$ cat src/hw/tpr_pkg.sv
// tpr_pkg: register map, field positions, reset values and timing for the timer block.
// assumes a 32-bit classic wishbone slave with one aligned word per register.
package tpr_pkg;
	// register byte offsets
	localparam logic [3:0] TPR_OFF_OPTION = 4'h0;
	localparam logic [3:0] TPR_OFF_COUNT = 4'h4;
	localparam logic [3:0] TPR_OFF_INTCTL = 4'h8;
	localparam logic [3:0] TPR_OFF_WDTCTL = 4'hC;
	// option register fields
	localparam int TPR_BIT_PULLUP_DIS = 7;
	localparam int TPR_BIT_EXT_EDGE = 6;
	localparam int TPR_BIT_CLK_SEL = 5;
	localparam int TPR_BIT_EDGE_SEL = 4;
	localparam int TPR_BIT_PSA = 3;
	localparam int TPR_RATE_MSB = 2;
	localparam logic [7:0] TPR_OPTION_RESET = 8'hFF;
	// interrupt control fields
	localparam int TPR_BIT_IRQ_EN = 5;
	localparam int TPR_BIT_OVF_FLAG = 2;
	localparam logic [7:0] TPR_INTCTL_RESET = 8'h00;
	// watchdog control register: bit 0 write-one issues a watchdog clear
	localparam int TPR_BIT_WDT_CLR = 0;
	localparam logic [7:0] TPR_COUNT_RESET = 8'h00;
	localparam logic [7:0] TPR_PRESC_RESET = 8'h00;
	// inhibit after a count write, in instruction cycles
	localparam logic [1:0] TPR_WRITE_INHIBIT = 2'h2;
	// instruction cycle phases, one phase per clock
	localparam logic [1:0] TPR_PHASE_Q2 = 2'h1;
	localparam logic [1:0] TPR_PHASE_Q4 = 2'h3;
endpackage

$ cat src/hw/tpr_timer.sv
// tpr_timer: 8-bit timer/counter with a prescaler shared with the watchdog.
// assumes clock_i is the phase clock (4 per instruction cycle), wishbone master on clock_i.
`timescale 1ns/1ps
module tpr_timer
	import tpr_pkg::*;
(
	// clock and reset
	input wire logic clock_i,
	input wire logic rst_b_i,
	// wishbone slave
	input wire logic wb_cyc_i,
	input wire logic wb_stb_i,
	input wire logic wb_we_i,
	input wire logic [3:0] wb_adr_i,
	input wire logic [3:0] wb_sel_i,
	input wire logic [31:0] wb_dat_i,
	output logic [31:0] wb_dat_o,
	output logic wb_ack_o,
	output logic wb_err_o,
	// core side
	input wire logic sleep_i,
	input wire logic watchdog_clear_instr_i,
	output logic watchdog_tick_o,
	output logic watchdog_clear_o,
	output logic timer_irq_o,
	output logic ext_irq_edge_select_o,
	output logic port_b_pullup_disable_o,
	// external pulse source
	input wire logic timer_count_pin_i
);

	logic [7:0] timer_option_config;
	logic [7:0] timer_count;
	logic [7:0] interrupt_control;
	logic [7:0] presc;
	logic [1:0] phase;
	logic [1:0] inhibit;
	logic [1:0] pin_sync;
	logic pin_last;
	logic src_last;
	logic presc_out_q;
	logic ack;
	logic wr_cyc;
	logic hit_opt;
	logic hit_cnt;
	logic hit_int;
	logic hit_wdt;
	logic count_wr;
	logic wdt_clr;
	logic instr_tick;
	logic src_edge;
	logic src_pulse;
	logic presc_tap;
	logic presc_rise;
	logic inc;
	logic wrap;
	logic prescaler_assign_bit;
	logic [2:0] rate;
	logic [7:0] next_count;
	// pending increments, kept until the next q2/q4 sampling point
	logic src_pulse_held;
	logic presc_rise_held;
	logic sample_pt;

	// decode a byte address against one register offset
	function automatic logic reg_hit(input logic [3:0] adr, input logic [3:0] off);
		return adr == off;
	endfunction

	assign prescaler_assign_bit = timer_option_config[TPR_BIT_PSA];
	assign rate = timer_option_config[TPR_RATE_MSB:0];
	assign wr_cyc = wb_cyc_i && wb_stb_i && wb_we_i && !ack && wb_sel_i[0];
	assign hit_opt = reg_hit(wb_adr_i, TPR_OFF_OPTION);
	assign hit_cnt = reg_hit(wb_adr_i, TPR_OFF_COUNT);
	assign hit_int = reg_hit(wb_adr_i, TPR_OFF_INTCTL);
	assign hit_wdt = reg_hit(wb_adr_i, TPR_OFF_WDTCTL);
	assign count_wr = wr_cyc && hit_cnt;
	assign wdt_clr = watchdog_clear_instr_i
		|| (wr_cyc && hit_wdt && wb_dat_i[TPR_BIT_WDT_CLR]);

	// single-wait-state slave; unmapped offsets answer with err
	always_ff @(posedge clock_i) begin
		if (!rst_b_i) begin
			ack <= 1'b0;
		end else begin
			ack <= wb_cyc_i && wb_stb_i && !ack;
		end
	end
	assign wb_ack_o = ack && (hit_opt || hit_cnt || hit_int || hit_wdt);
	assign wb_err_o = ack && !(hit_opt || hit_cnt || hit_int || hit_wdt);

	// prescaler never on the read path
	always_ff @(posedge clock_i) begin
		if (!rst_b_i) begin
			wb_dat_o <= 32'h0000_0000;
		end else if (wb_cyc_i && wb_stb_i && !ack) begin
			wb_dat_o <= 32'h0000_0000;
			if (hit_opt)
				wb_dat_o[7:0] <= timer_option_config;
			else if (hit_cnt)
				wb_dat_o[7:0] <= timer_count;
			else if (hit_int)
				wb_dat_o[7:0] <= interrupt_control;
		end
	end

	// option register holds assignment and rates
	always_ff @(posedge clock_i) begin
		if (!rst_b_i) begin
			timer_option_config <= TPR_OPTION_RESET;
		end else if (wr_cyc && hit_opt) begin
			timer_option_config <= wb_dat_i[7:0];
		end
	end

	assign ext_irq_edge_select_o = timer_option_config[TPR_BIT_EXT_EDGE];
	assign port_b_pullup_disable_o = timer_option_config[TPR_BIT_PULLUP_DIS];

	// phase counter, one instruction cycle per four clocks
	always_ff @(posedge clock_i) begin
		if (!rst_b_i) begin
			phase <= 2'h0;
		end else begin
			phase <= phase + 2'h1;
		end
	end
	assign instr_tick = phase == TPR_PHASE_Q4;

	// pin passes two flops before edge detection
	always_ff @(posedge clock_i) begin
		if (!rst_b_i) begin
			pin_sync <= 2'h0;
			pin_last <= 1'b0;
		end else begin
			pin_sync <= {pin_sync[0], timer_count_pin_i};
			pin_last <= pin_sync[1];
		end
	end

	assign src_edge = timer_option_config[TPR_BIT_EDGE_SEL]
		? (pin_last && !pin_sync[1]) : (!pin_last && pin_sync[1]);

	// timer mode ticks once per instruction cycle
	assign src_pulse = timer_option_config[TPR_BIT_CLK_SEL] ? src_edge : instr_tick;

	// one shared divider, cleared by its owner
	always_ff @(posedge clock_i) begin
		if (!rst_b_i) begin
			presc <= TPR_PRESC_RESET;
		end else if ((!prescaler_assign_bit && count_wr) || (prescaler_assign_bit && wdt_clr)) begin
			presc <= TPR_PRESC_RESET;
		end else if (prescaler_assign_bit ? instr_tick : src_pulse) begin
			presc <= presc + 8'h01;
		end
	end

	// tap: timer uses bit rate, watchdog one lower; rate 0 on wdt bypasses
	always_comb begin
		presc_tap = 1'b0;
		if (!prescaler_assign_bit)
			presc_tap = presc[rate];
		else if (rate != 3'h0)
			presc_tap = presc[rate - 3'h1];
	end

	always_ff @(posedge clock_i) begin
		if (!rst_b_i) begin
			presc_out_q <= 1'b0;
			src_last <= 1'b0;
		end else begin
			presc_out_q <= presc_tap;
			src_last <= presc_out_q;
		end
	end
	// divided output falls once per full divide period
	assign presc_rise = src_last && !presc_out_q;

	assign watchdog_tick_o = prescaler_assign_bit && (rate == 3'h0 ? instr_tick : presc_rise);
	assign watchdog_clear_o = wdt_clr;

	// undivided only when prescaler is with watchdog; sampled on q2/q4
	assign inc = !sleep_i && inhibit == 2'h0
		&& sample_pt
		&& (prescaler_assign_bit ? src_pulse_held : presc_rise_held);

	// edges are held until the next q2/q4 sampling point
	// a pulse landing on a sampling point is kept for the next one, never lost:
	// the timer-mode tick always falls on q4
	assign sample_pt = phase == TPR_PHASE_Q2 || phase == TPR_PHASE_Q4;
	always_ff @(posedge clock_i) begin
		if (!rst_b_i) begin
			src_pulse_held <= 1'b0;
			presc_rise_held <= 1'b0;
		end else begin
			src_pulse_held <= (src_pulse_held && !sample_pt) || src_pulse;
			presc_rise_held <= (presc_rise_held && !sample_pt) || presc_rise;
		end
	end

	// inhibit for two instruction cycles after a count write
	always_ff @(posedge clock_i) begin
		if (!rst_b_i) begin
			inhibit <= 2'h0;
		end else if (count_wr) begin
			inhibit <= TPR_WRITE_INHIBIT;
		end else if (instr_tick && inhibit != 2'h0) begin
			inhibit <= inhibit - 2'h1;
		end
	end

	// natural wrap, flag pulse in the same cycle
	assign next_count = timer_count + 8'h01;
	assign wrap = inc && timer_count == 8'hFF;

	always_ff @(posedge clock_i) begin
		if (!rst_b_i) begin
			timer_count <= TPR_COUNT_RESET;
		end else if (count_wr) begin
			timer_count <= wb_dat_i[7:0];
		end else if (inc) begin
			timer_count <= next_count;
		end
	end

	// flag set wins over a software clear
	always_ff @(posedge clock_i) begin
		if (!rst_b_i) begin
			interrupt_control <= TPR_INTCTL_RESET;
		end else begin
			if (wr_cyc && hit_int)
				interrupt_control <= wb_dat_i[7:0];
			if (wrap)
				interrupt_control[TPR_BIT_OVF_FLAG] <= 1'b1;
		end
	end

	assign timer_irq_o = interrupt_control[TPR_BIT_OVF_FLAG]
		&& interrupt_control[TPR_BIT_IRQ_EN];
endmodule

$ cat config.mk
export PLATFORM = sky130hd
export DESIGN_NAME = tpr_timer
export DESIGN_NICKNAME = d
export VERILOG_FILES = /design/src/hw/tpr_pkg.sv /design/src/hw/tpr_timer.sv
export SDC_FILE = /design/constraint.sdc
export NUM_CORES = 1
export LEC_CHECK = 0
export ABC_AREA = 1
export ABC_CLOCK_PERIOD_IN_PS = 2600
export BUFFER_PORTS_ARGS = -buffer_cell sky130_fd_sc_hd__clkbuf_2
export CAP_MARGIN = 25
export CORE_MARGIN = 2
export CORE_UTILIZATION = 56
export DETAILED_ROUTE_END_ITERATION = 16
export PLACE_DENSITY = 0.9
export SYNTH_ARGS = -nofsm -noshare
export SYNTH_HDL_FRONTEND = slang
export SYNTH_SLANG_ARGS = --single-unit
$ cat constraint.sdc
create_clock -name clock_i -period 2.6 [get_ports clock_i]
set_input_delay 0.13 -clock clock_i [delete_from_list [all_inputs] [get_ports clock_i]]
set_output_delay 0.13 -clock clock_i [all_outputs]
set_load 0.1 [all_outputs]
==> impl_metrics.env, run 1 <==
export IMPL_sequential_cell_area_fraction_in_the_yosys_report_pct=35.48
export IMPL_drive_above_1_share_pct=17.16
export IMPL_power_sequential_fraction_pct=46.8
export IMPL_post_cts_resized_instances=0
export IMPL_ys_seq_elements=52
export IMPL_htree_num_levels=2
export IMPL_synth_edf_count=0
export IMPL_ys_async_sr_fraction_pct=0
export IMPL_drt_iter0_drc=250
export IMPL_switching_power_w=0.0005617
export IMPL_rsz0062_at_grt="false"
export IMPL_cts_sinks=52
export IMPL_crit_path_start_kind="flop"
export IMPL_track_usage_pct=22.66
export IMPL_timing_final_crit_share_pct=88.31
export IMPL_netSwitchingFraction_pct=32.03
export IMPL_netlist_area_leader_share_pct=35.48
export IMPL_synth_cells=409
export IMPL_power_density_nw_per_um2=550.6
export IMPL_first_pass_grt_wire_length_um=10760
export IMPL_cts_made_buffers=5
export IMPL_sum_of_negative_setup_slack_ps=0
export IMPL_tightest_slew_ps=731.8
export IMPL_min_path_type="input pin to flop"
export IMPL_post_route_drc=0
export IMPL_slew_headroom_pct=51.21
export IMPL_initial_core_util_pct=57.82
export IMPL_die_area_um2=5835
export IMPL_final_non_filler_cell_total=513
export IMPL_dp_cells=505
export IMPL_yosysUniqueCellTypes=36
export IMPL_clockPowerShare_pct=34.1
export IMPL_grt_max_degree=40
export IMPL_clk_latency_ps=310
export IMPL_p_leak_nw=1.449
export IMPL_yosysMostFrequentCell="sky130_fd_sc_hd__nand2_1"
export IMPL_path_max_fanout=13
export IMPL_worstHoldPathCells=3
export IMPL_top_level_ports=87
export IMPL_ctsHoldBuffers=0
export IMPL_finalWorstPathRequiredPeriod_ps=2296
export IMPL_report_final_slew_viol_count=0
export IMPL_fmaxAchievable_ghz=0.4355
export IMPL_synthFlopType="sky130_fd_sc_hd__dfxtp_1"
export IMPL_result_of_the_run="completed"
export IMPL_cts_setup_buffers=0
export IMPL_hold_violations=0
export IMPL_tritoncts="yes"
export IMPL_place_congestion=0.8905
export IMPL_comb_power_share_pct=19.0
export IMPL_setup_viol_count_final=0
export IMPL_timing_clock_skew_ps=16.80
export IMPL_final_nets=497
export IMPL_port_buffers=35
export IMPL_p_int_w=0.001192
export IMPL_synth_common_cells="96 x sky130_fd_sc_hd__nand2_1, 52 x sky130_fd_sc_hd__dfxtp_1, 41 x sky130_fd_sc_hd__nand3_1, 39 x sky130_fd_sc_hd__inv_1, 35 x sky130_fd_sc_hd__nor2_1"
export IMPL_routed_wl_um=6217
export IMPL_post_synth_instance_area_um2=2934
export IMPL_firstDrtPassIters=4
export IMPL_avgRoutedWirePerCell_um=12.12
export IMPL_placeable_core_region_um2=5075
export IMPL_timing_critical_path_to_type="primary output"
export IMPL_reg2reg_depth=9
export IMPL_cp_arrival_ps=2170
export IMPL_ant_nets=0
export IMPL_clk_transition_reported_paths_ps=100
export IMPL_globalRouteOverflowTotal=0
export IMPL_hpwl_um=4535
export IMPL_vias_in_the_first_global_route=2469
export IMPL_max_vdd_drop_mv=0.3541
export IMPL_routed_via_count=2665
export IMPL_rows=26
export IMPL_post_synth_main_area_contributors="sky130_fd_sc_hd__dfxtp_1 35%, sky130_fd_sc_hd__nand2_1 12%, sky130_fd_sc_hd__nand3_1 7.0%, sky130_fd_sc_hd__buf_4 6.7%, sky130_fd_sc_hd__inv_1 5.0%"
export IMPL_floorplan_die_width_um=76.39
export IMPL_num_antenna_cells=0
export IMPL_via_per_inst=5.195
export IMPL_max_cap_violations=0
export IMPL_criticalPathCategory="flop to primary output"
export IMPL_yosys_warnings=0
export IMPL_clock_root_cell="sky130_fd_sc_hd__clkbuf_8"
export IMPL_die_height_um=76.39
export IMPL_antenna_violations_before_repair=0
export IMPL_synth_largest_area_cell="sky130_fd_sc_hd__dfxtp_1"
export IMPL_cts_root_to_sink_buffers=2
export IMPL_area_growth_synth_to_final_pct=8.572
export IMPL_syn_area_per_cell_um2=7.174
export IMPL_cp_data_required_time_ps=2470
-- state kept, by name (all words and copies together), names as in the netlist --
register / cells
pin_sync: 2
presc: 8
wb_dat_o: 8
timer_option_config: 8
src_pulse_held: 1
presc_rise_held: 1
ack: 1
inhibit: 2
src_last: 1
presc_out_q: 1
phase: 2
pin_last: 1
timer_count: 8
interrupt_control: 8
-- cell type report --
type                    instances  area [um2]
clock inverters                 1       30.03
clock buffers                   7       96.34
repair buffers                 36       182.7
well taps                      70       87.58
flip-flops and latches         52        1041
inverters                      48       186.4
multi-input cells             299        1562
fillers                       462        1889
-- final timing paths --
kind	start	endpoint	slack (ps)
worst min register to register	pin_sync[0]	pin_sync[1]	420
worst max register to register	timer_option_config[0]	presc_out_q	850
worst max-delay path	timer_option_config[0]	watchdog_tick_o	300
worst min-delay path	timer_count_pin_i	pin_sync[0]	9
-- power by group through the flow --
| stage | Combinational, W | Sequential [W] | Clock [W] |
|---|---|---|---|
| after floorplan | 0.000259 | 0.000894 | 0 |
| after detailed placement | 0.000332 | 0.000840 | 0 |
| final | 0.000334 | 0.000821 | 0.000599 |
| after CTS | 0.000334 | 0.000821 | 0.000611 |
| after global placement | 0.000330 | 0.000838 | 0 |
| after global routing | 0.000351 | 0.000823 | 0.000649 |
-- logic make-up (layout without fill, tap and decap cells) --
logic type      Yosys count  in the layout  synth area share [%]
buf+inv                  81             92                 14.24
other cells               1             24                0.1278
compound gates           68             68                 14.63
xor+xnor                  7              7                 2.090
simple gates            193            193                 30.45
fa+ha+maj                 7              7                 2.985
flops                    52             52                 35.48
-- stage by stage --
step	util [%]	hold WS (ps)	worst slack [ps]	power, W	instance area, um2
after floorplan	-	227.6	645.0	0.001153	3020
final	62.77	8.673	303.9	0.001754	3186
after CTS	62.77	5.097	307.2	0.001766	3186
after detailed placement	60.28	321.1	666.4	0.001172	3059
after global routing	62.77	19.74	103.7	0.001824	3186
after global placement	60.28	312.0	674.7	0.001168	3059
-- placed cells by master, fill, tap and decap left out, drive strengths merged, types with 2 or more instances in the layout --
cell    synthesis  layout
nand2         102     102
dfxtp          52      52
inv            46      46
nand3          45      45
clkbuf          4      42
nor2           39      39
o21ai          29      29
conb            1      24
a21oi          19      19
o211ai          9       9
a41oi           8       8
ha              7       7
xor2            5       5
nand3b          3       3
xnor2           2       2
nor3            2       2
clkinv          2       2
-- metal layers --
metal	track usage, %	wire (um)
met1	28.82	2721
met2	38.32	2948
met3	4.265	453
met4	8.364	94
met5	0	0
-- critical path, stage by stage, from the launching register on --
cell and delay (ps):
sky130_fd_sc_hd__dfxtp_1 540, sky130_fd_sc_hd__inv_1 210, sky130_fd_sc_hd__ha_1 250, sky130_fd_sc_hd__inv_1 50
sky130_fd_sc_hd__nor2_1 50, sky130_fd_sc_hd__o21ai_0 130, sky130_fd_sc_hd__o21ai_0 110, sky130_fd_sc_hd__inv_1 60
sky130_fd_sc_hd__clkbuf_2 440
(Power assumes the default switching activity.)
==> run 2: changes to the inputs <==
ABC_AREA = default   (was 1)
CORE_UTILIZATION = 55   (was 56)
PLACE_DENSITY = 0.89   (was 0.9)
==> run 2 against run 1 <==
Net effect: count of clock-buffer cells in the layout decreased by 1; sequential power shrank 1%; register-to-register slack lost 480 ps; final cell count decreased by 20%; core utilization is 2.1 points lower; first-iteration DRC count shrank 37%; flip-flop and latch count did not move; clock skew down 14 ps; critical endpoint is now presc_out_q; routed wire length fell by 3.1%; area after synthesis is 4.1% lower.
==> impl_metrics.env, run 2 <==
export IMPL_result_of_the_run="completed"
export IMPL_biggest_cell_delay_along_the_critical_path_ps=530
export IMPL_hpwl_um=4400
export IMPL_firstDrtPassIters=4
export IMPL_fillers=445
export IMPL_yosys_warnings=0
export IMPL_finalWorstPathRequiredPeriod_ps=2231
export IMPL_design_area_um2=3042
export IMPL_tightest_slew_ps=870.3
export IMPL_post_cts_resized_instances=0
export IMPL_track_usage_pct=21.63
export IMPL_first_pass_grt_wire_length_um=9363
export IMPL_place_congestion=0.9118
export IMPL_cp_data_required_time_ps=2800
export IMPL_total_power_w=0.001562
export IMPL_syn_area_per_cell_um2=9.132
export IMPL_rows=26
export IMPL_timing_critical_path_to_type="flop"
export IMPL_cts_sinks=52
export IMPL_tritoncts="yes"
export IMPL_globalRouteOverflowTotal=0
export IMPL_routed_via_count=2356
export IMPL_setup_viol_count_final=0
export IMPL_criticalPathCategory="flop to flop"
export IMPL_drt_iter0_drc=157
export IMPL_fmaxAchievable_ghz=0.4483
export IMPL_dp_cells=401
export IMPL_cts_made_buffers=5
export IMPL_drive_above_1_share_pct=17.40
export IMPL_avgRoutedWirePerCell_um=14.74
export IMPL_placeable_core_region_um2=5010
export IMPL_post_route_drc=0
export IMPL_max_vdd_drop_mv=0.2591
export IMPL_max_cap_violations=0
export IMPL_area_growth_synth_to_final_pct=8.141
export IMPL_synthFlopType="sky130_fd_sc_hd__dfxtp_1"
export IMPL_htree_num_levels=2
export IMPL_p_leak_nw=1.336
export IMPL_num_antenna_cells=0
export IMPL_port_buffers=35
export IMPL_yosysUniqueCellTypes=51
export IMPL_ys_seq_elements=52
export IMPL_synth_largest_area_cell="sky130_fd_sc_hd__dfxtp_1"
export IMPL_power_density_nw_per_um2=513.5
export IMPL_final_non_filler_cell_total=409
export IMPL_netlist_area_leader_share_pct=37.01
export IMPL_via_per_inst=5.760
export IMPL_ys_async_sr_fraction_pct=0
export IMPL_floorplan_die_width_um=75.51
export IMPL_timing_final_crit_share_pct=85.79
export IMPL_crit_path_start_kind="flop"
export IMPL_grt_max_degree=24
export IMPL_rsz0062_at_grt="false"
export IMPL_post_synth_instance_area_um2=2813
export IMPL_sum_of_negative_setup_slack_ps=0
export IMPL_slew_headroom_pct=41.53
export IMPL_final_core_util_pct=60.71
export IMPL_min_path_type="input pin to flop"
export IMPL_placed_cell_area_um2=2949
export IMPL_vias_in_the_first_global_route=2023
export IMPL_clk_transition_reported_paths_ps=90
export IMPL_synth_common_cells="52 x sky130_fd_sc_hd__dfxtp_1, 30 x sky130_fd_sc_hd__mux2i_1, 26 x sky130_fd_sc_hd__nor2_1, 25 x sky130_fd_sc_hd__buf_4, 18 x sky130_fd_sc_hd__o21ai_0"
export IMPL_layout_cells_most_common="sky130_fd_sc_hd__dfxtp_1"
export IMPL_cp_slowest_cell="sky130_fd_sc_hd__mux4_2"
export IMPL_clk_latency_ps=310
export IMPL_die_area_um2=5702
export IMPL_cp_arrival_ps=2430
export IMPL_yosysMostFrequentCell="sky130_fd_sc_hd__dfxtp_1"
export IMPL_sequential_cell_area_fraction_in_the_yosys_report_pct=37.01
export IMPL_report_final_slew_viol_count=0
export IMPL_ant_nets=0
export IMPL_final_nets=393
export IMPL_timing_reg2reg_setup_slack_ps=370
export IMPL_cts_setup_buffers=0
export IMPL_timing_clock_skew_ps=3.067
export IMPL_die_height_um=75.51
export IMPL_highest_count_cells_in_the_layout_ignoring_fill_and_taps="52 x sky130_fd_sc_hd__dfxtp_1, 35 x sky130_fd_sc_hd__clkbuf_2, 30 x sky130_fd_sc_hd__mux2i_1"
export IMPL_synth_edf_count=0
export IMPL_clock_root_cell="sky130_fd_sc_hd__clkbuf_8"
export IMPL_antenna_violations_before_repair=0
export IMPL_post_synth_main_area_contributors="sky130_fd_sc_hd__dfxtp_1 37%, sky130_fd_sc_hd__mux2i_1 11%, sky130_fd_sc_hd__buf_4 6.7%, sky130_fd_sc_hd__nor2_1 3.5%, sky130_fd_sc_hd__o21ai_0 3.2%"
export IMPL_hold_violations=0
export IMPL_ctsHoldBuffers=0
export IMPL_timing_critical_path_cells="inv_1 > ha_1 > mux4_2 > mux2i_1 > nor4b_1 > a211o_1"
export IMPL_cts_root_to_sink_buffers=2
export IMPL_path_max_fanout=7
export IMPL_routed_wl_um=6027
export IMPL_initial_core_util_pct=56.14
export IMPL_top_level_ports=87
export IMPL_synth_cells=308
## run 2: worst max-delay path: cells and delay by family (launching register included)
family                   cells  cell delay (ps)
flip-flops                   1              510
AO/OA/AOI/OAI                1              280
multiplexers                 2              680
adder cells (fa/ha/maj)      1              430
buffers and inverters        1              170
AND/OR/NAND/NOR              1               70
## run 2: power breakdown
part | switching, W | internal, W
sequential | 0.00000612 | 0.000805
combinational | 0.000234 | 0.0000420
clock | 0.000262 | 0.000213
## run 2: cells by family (layout without fill, tap and decap cells)
logic type / count (synthesis) / in the layout / share of synthesized area [%]
buffers and inverters: 48 / 56 / 9.875
multiplexers: 35 / 35 / 14.28
AND/OR/NAND/NOR: 92 / 92 / 17.93
adder cells (fa/ha/maj): 7 / 7 / 3.114
XOR/XNOR: 3 / 3 / 0.9343
AO/OA/AOI/OAI: 70 / 70 / 16.73
other: 1 / 24 / 0.1333
flip-flops: 52 / 52 / 37.01
## run 2: final timing paths
check	from	to	depth (start not counted)
worst max-delay path	timer_option_config[0]	presc_out_q	6
worst min-delay path	timer_count_pin_i	pin_sync[0]	2
worst max register to register	timer_option_config[0]	presc_out_q	6
worst min register to register	pin_sync[0]	pin_sync[1]	1
## run 2: routing by layer
metal | vias up | part of all wire [%] | GRT usage (%)
li1 | 1134 | - | -
met1 | 1125 | 43 | 29.26
met2 | 85 | 49 | 34.88
met3 | 12 | 5.5 | 4.101
met4 | 0 | 2.0 | 7.407
met5 | - | 0 | 0
## run 2: through the flow
step,hold WS (ps),setup WS [ps]
2_1_floorplan,255.1,68.42
5_1_grt,39.20,271.0
4_1_cts,20.40,364.1
6_report,24.59,369.4
3_3_place_gp,338.0,460.5
3_5_place_dp,344.4,388.6
## run 2: final cells by class
class,count,area [um2],share of cell area [%]
multi-input combinational,231,1585,52.12
sequential,52,1041,34.22
timing repair buffer,38,197.7,6.499
tap,70,87.58,2.879
clock buffer,6,82.58,2.715
inverter,10,37.54,1.234
clock inverter,2,10.01,0.3291
==> run 3: changes to the inputs <==
CELL_PAD_IN_SITES_DETAIL_PLACEMENT = 0   (was default)
CELL_PAD_IN_SITES_GLOBAL_PLACEMENT = 1   (was default)
CORE_UTILIZATION = 41   (was 55)
==> run 3 against run 2 <==
Net effect: global-route usage decreased by 5.1 points; final cell count grew 2.7%; die area up 32%; non-clock buffer count is 1 higher; power rose by 0.42%; critical path depth is the same; sequential power hardly changed; via count shrank 3.9%; core utilization fell by 15 points; first-iteration DRC count is 1.9% lower; sequential share of layout area is 0.27 points lower; register-to-register slack better by 20 ps; critical path type unchanged; critical endpoint unchanged.
==> impl_metrics.env, run 3 (synthesis results as in run 2) <==
export IMPL_result_of_the_run="completed"
export IMPL_track_usage_pct=16.52
export IMPL_rows=30
export IMPL_finalWorstPathRequiredPeriod_ps=2209
export IMPL_final_core_util_pct=45.62
export IMPL_power_density_nw_per_um2=511.6
export IMPL_cts_setup_buffers=0
export IMPL_vias_in_the_first_global_route=2002
export IMPL_globalRouteOverflowTotal=0
export IMPL_highest_count_cells_in_the_layout_ignoring_fill_and_taps="52 x sky130_fd_sc_hd__dfxtp_1, 35 x sky130_fd_sc_hd__clkbuf_2, 30 x sky130_fd_sc_hd__mux2i_1"
export IMPL_ant_nets=0
export IMPL_clockPowerShare_pct=30.7
export IMPL_reg2reg_capture_point="presc_out_q"
export IMPL_post_route_drc=0
export IMPL_p_int_w=0.001045
export IMPL_die_height_um=86.83
export IMPL_layout_cells_most_common="sky130_fd_sc_hd__dfxtp_1"
export IMPL_cts_made_buffers=5
export IMPL_die_area_um2=7539
export IMPL_firstDrtPassIters=4
export IMPL_switching_power_w=0.0005233
export IMPL_netSwitchingFraction_pct=33.37
export IMPL_worst_hold_slack_ps=22.10
export IMPL_num_antenna_cells=0
export IMPL_rsz0062_at_grt="false"
export IMPL_min_path_type="input pin to flop"
export IMPL_routed_via_count=2264
export IMPL_clk_latency_ps=320
export IMPL_clock_root_cell="sky130_fd_sc_hd__clkbuf_8"
export IMPL_cp_data_required_time_ps=2800
export IMPL_max_cap_violations=0
export IMPL_first_pass_grt_wire_length_um=9894
export IMPL_timing_reg2reg_setup_slack_ps=390
export IMPL_sum_of_negative_setup_slack_ps=0
export IMPL_drive_above_1_share_pct=17.65
export IMPL_post_cts_resized_instances=0
export IMPL_worstHoldPathCells=2
export IMPL_hold_crit_start="timer_count_pin_i"
export IMPL_top_level_ports=87
export IMPL_power_sequential_fraction_pct=51.7
export IMPL_initial_core_util_pct=41.86
export IMPL_cp_arrival_ps=2410
export IMPL_place_congestion=0.8164
export IMPL_final_nets=394
export IMPL_setup_viol_count_final=0
export IMPL_port_buffers=35
export IMPL_dp_slack_ps=389.1
export IMPL_htree_num_levels=2
export IMPL_hpwl_um=4505
export IMPL_fillers=635
export IMPL_routed_wl_um=6025
export IMPL_slew_headroom_pct=57.36
export IMPL_timing_critical_path_to_type="flop"
export IMPL_clk_transition_reported_paths_ps=90
export IMPL_tightest_slew_ps=637.8
export IMPL_tritoncts="yes"
export IMPL_crit_path_start_kind="flop"
export IMPL_hold_violations=0
export IMPL_avgRoutedWirePerCell_um=14.35
export IMPL_timing_clock_skew_ps=10.23
export IMPL_drt_iter0_drc=154
export IMPL_setup_slack_ps=390.7
export IMPL_critical_path_reg2reg_startpoint="timer_option_config[0]"
export IMPL_max_vdd_drop_mv=0.2198
export IMPL_path_max_fanout=7
export IMPL_reg2reg_depth=6
export IMPL_cts_sinks=52
export IMPL_ctsHoldBuffers=0
export IMPL_antenna_violations_before_repair=0
export IMPL_cts_root_to_sink_buffers=2
export IMPL_area_growth_synth_to_final_pct=8.986
export IMPL_comb_power_share_pct=17.6
export IMPL_grt_max_degree=24
export IMPL_fmaxAchievable_ghz=0.4526
export IMPL_p_leak_nw=1.337
export IMPL_criticalPathCategory="flop to flop"
export IMPL_hold_path_endpoint="pin_sync[0]"
export IMPL_floorplan_die_width_um=86.83
export IMPL_report_final_slew_viol_count=0
export IMPL_placeable_core_region_um2=6719
export IMPL_via_per_inst=5.390
export IMPL_timing_final_crit_share_pct=84.97
run 3: cell count changes in the layout (fill, tap and decap cells not counted):
cell and change:
sky130_fd_sc_hd__buf_4 +1, sky130_fd_sc_hd__clkbuf_8 -1, sky130_fd_sc_hd__clkinv_2 -2, sky130_fd_sc_hd__clkinv_4 +1, sky130_fd_sc_hd__clkinvlp_4 +1, sky130_fd_sc_hd__inv_8 +1
run 3: power by group through the flow:
stage / registers [W] / clock network [W] / logic (W)
6_report: 0.000811 / 0.000482 / 0.000276
5_1_grt: 0.000812 / 0.000534 / 0.000290
4_1_cts: 0.000811 / 0.000500 / 0.000276
3_5_place_dp: 0.000829 / 0 / 0.000275
3_3_place_gp: 0.000828 / 0 / 0.000274
2_1_floorplan: 0.000837 / 0 / 0.000252
run 3: worst max-delay path by stage:
stage / start / end / slack, ps / cells past startpoint
floorplan: timer_option_config[0] / watchdog_tick_o / 70 / 6
global route: timer_option_config[0] / presc_out_q / 180 / 6
CTS: timer_option_config[0] / presc_out_q / 370 / 6
global placement: timer_option_config[0] / presc_out_q / 440 / 6
finish: timer_option_config[0] / presc_out_q / 390 / 6
detailed placement: timer_option_config[0] / presc_out_q / 390 / 6
run 3: layout make-up:
| class | instances | area (um2) | area share, % |
|---|---|---|---|
| sequential | 52 | 1041 | 33.96 |
| multi-input combinational | 231 | 1585 | 51.71 |
| clock buffer | 5 | 68.82 | 2.245 |
| timing repair buffer | 39 | 205.2 | 6.694 |
| tap | 80 | 100.1 | 3.265 |
| inverter | 10 | 37.54 | 1.224 |
| clock inverter | 3 | 27.53 | 0.8980 |
run 3: critical path, cell delays in order (launching register included):
cell and delay, ps:
sky130_fd_sc_hd__dfxtp_1 500, sky130_fd_sc_hd__inv_1 170, sky130_fd_sc_hd__ha_1 430, sky130_fd_sc_hd__mux4_2 520, sky130_fd_sc_hd__mux2i_1 140, sky130_fd_sc_hd__nor4b_1 70
sky130_fd_sc_hd__a211o_1 280
run 3: stage by stage:
step / power (W) / area (um2) / cells
final: 0.001568 / 3065 / 420
after CTS: 0.001587 / 3065 / 420
after global routing: 0.001636 / 3065 / 420
after floorplan: 0.001089 / 2904 / 331
after detailed placement: 0.001104 / 2969 / 412
after global placement: 0.001103 / 2969 / 412
run 3: per-layer routing:
metal	vias to the layer above	wire (um)	global-route usage, %
met2	35	2957	25.47
met3	5	170	3.048
li1	1130	-	-
met1	1094	2830	23.48
met5	-	0	0
met4	0	65	4.830
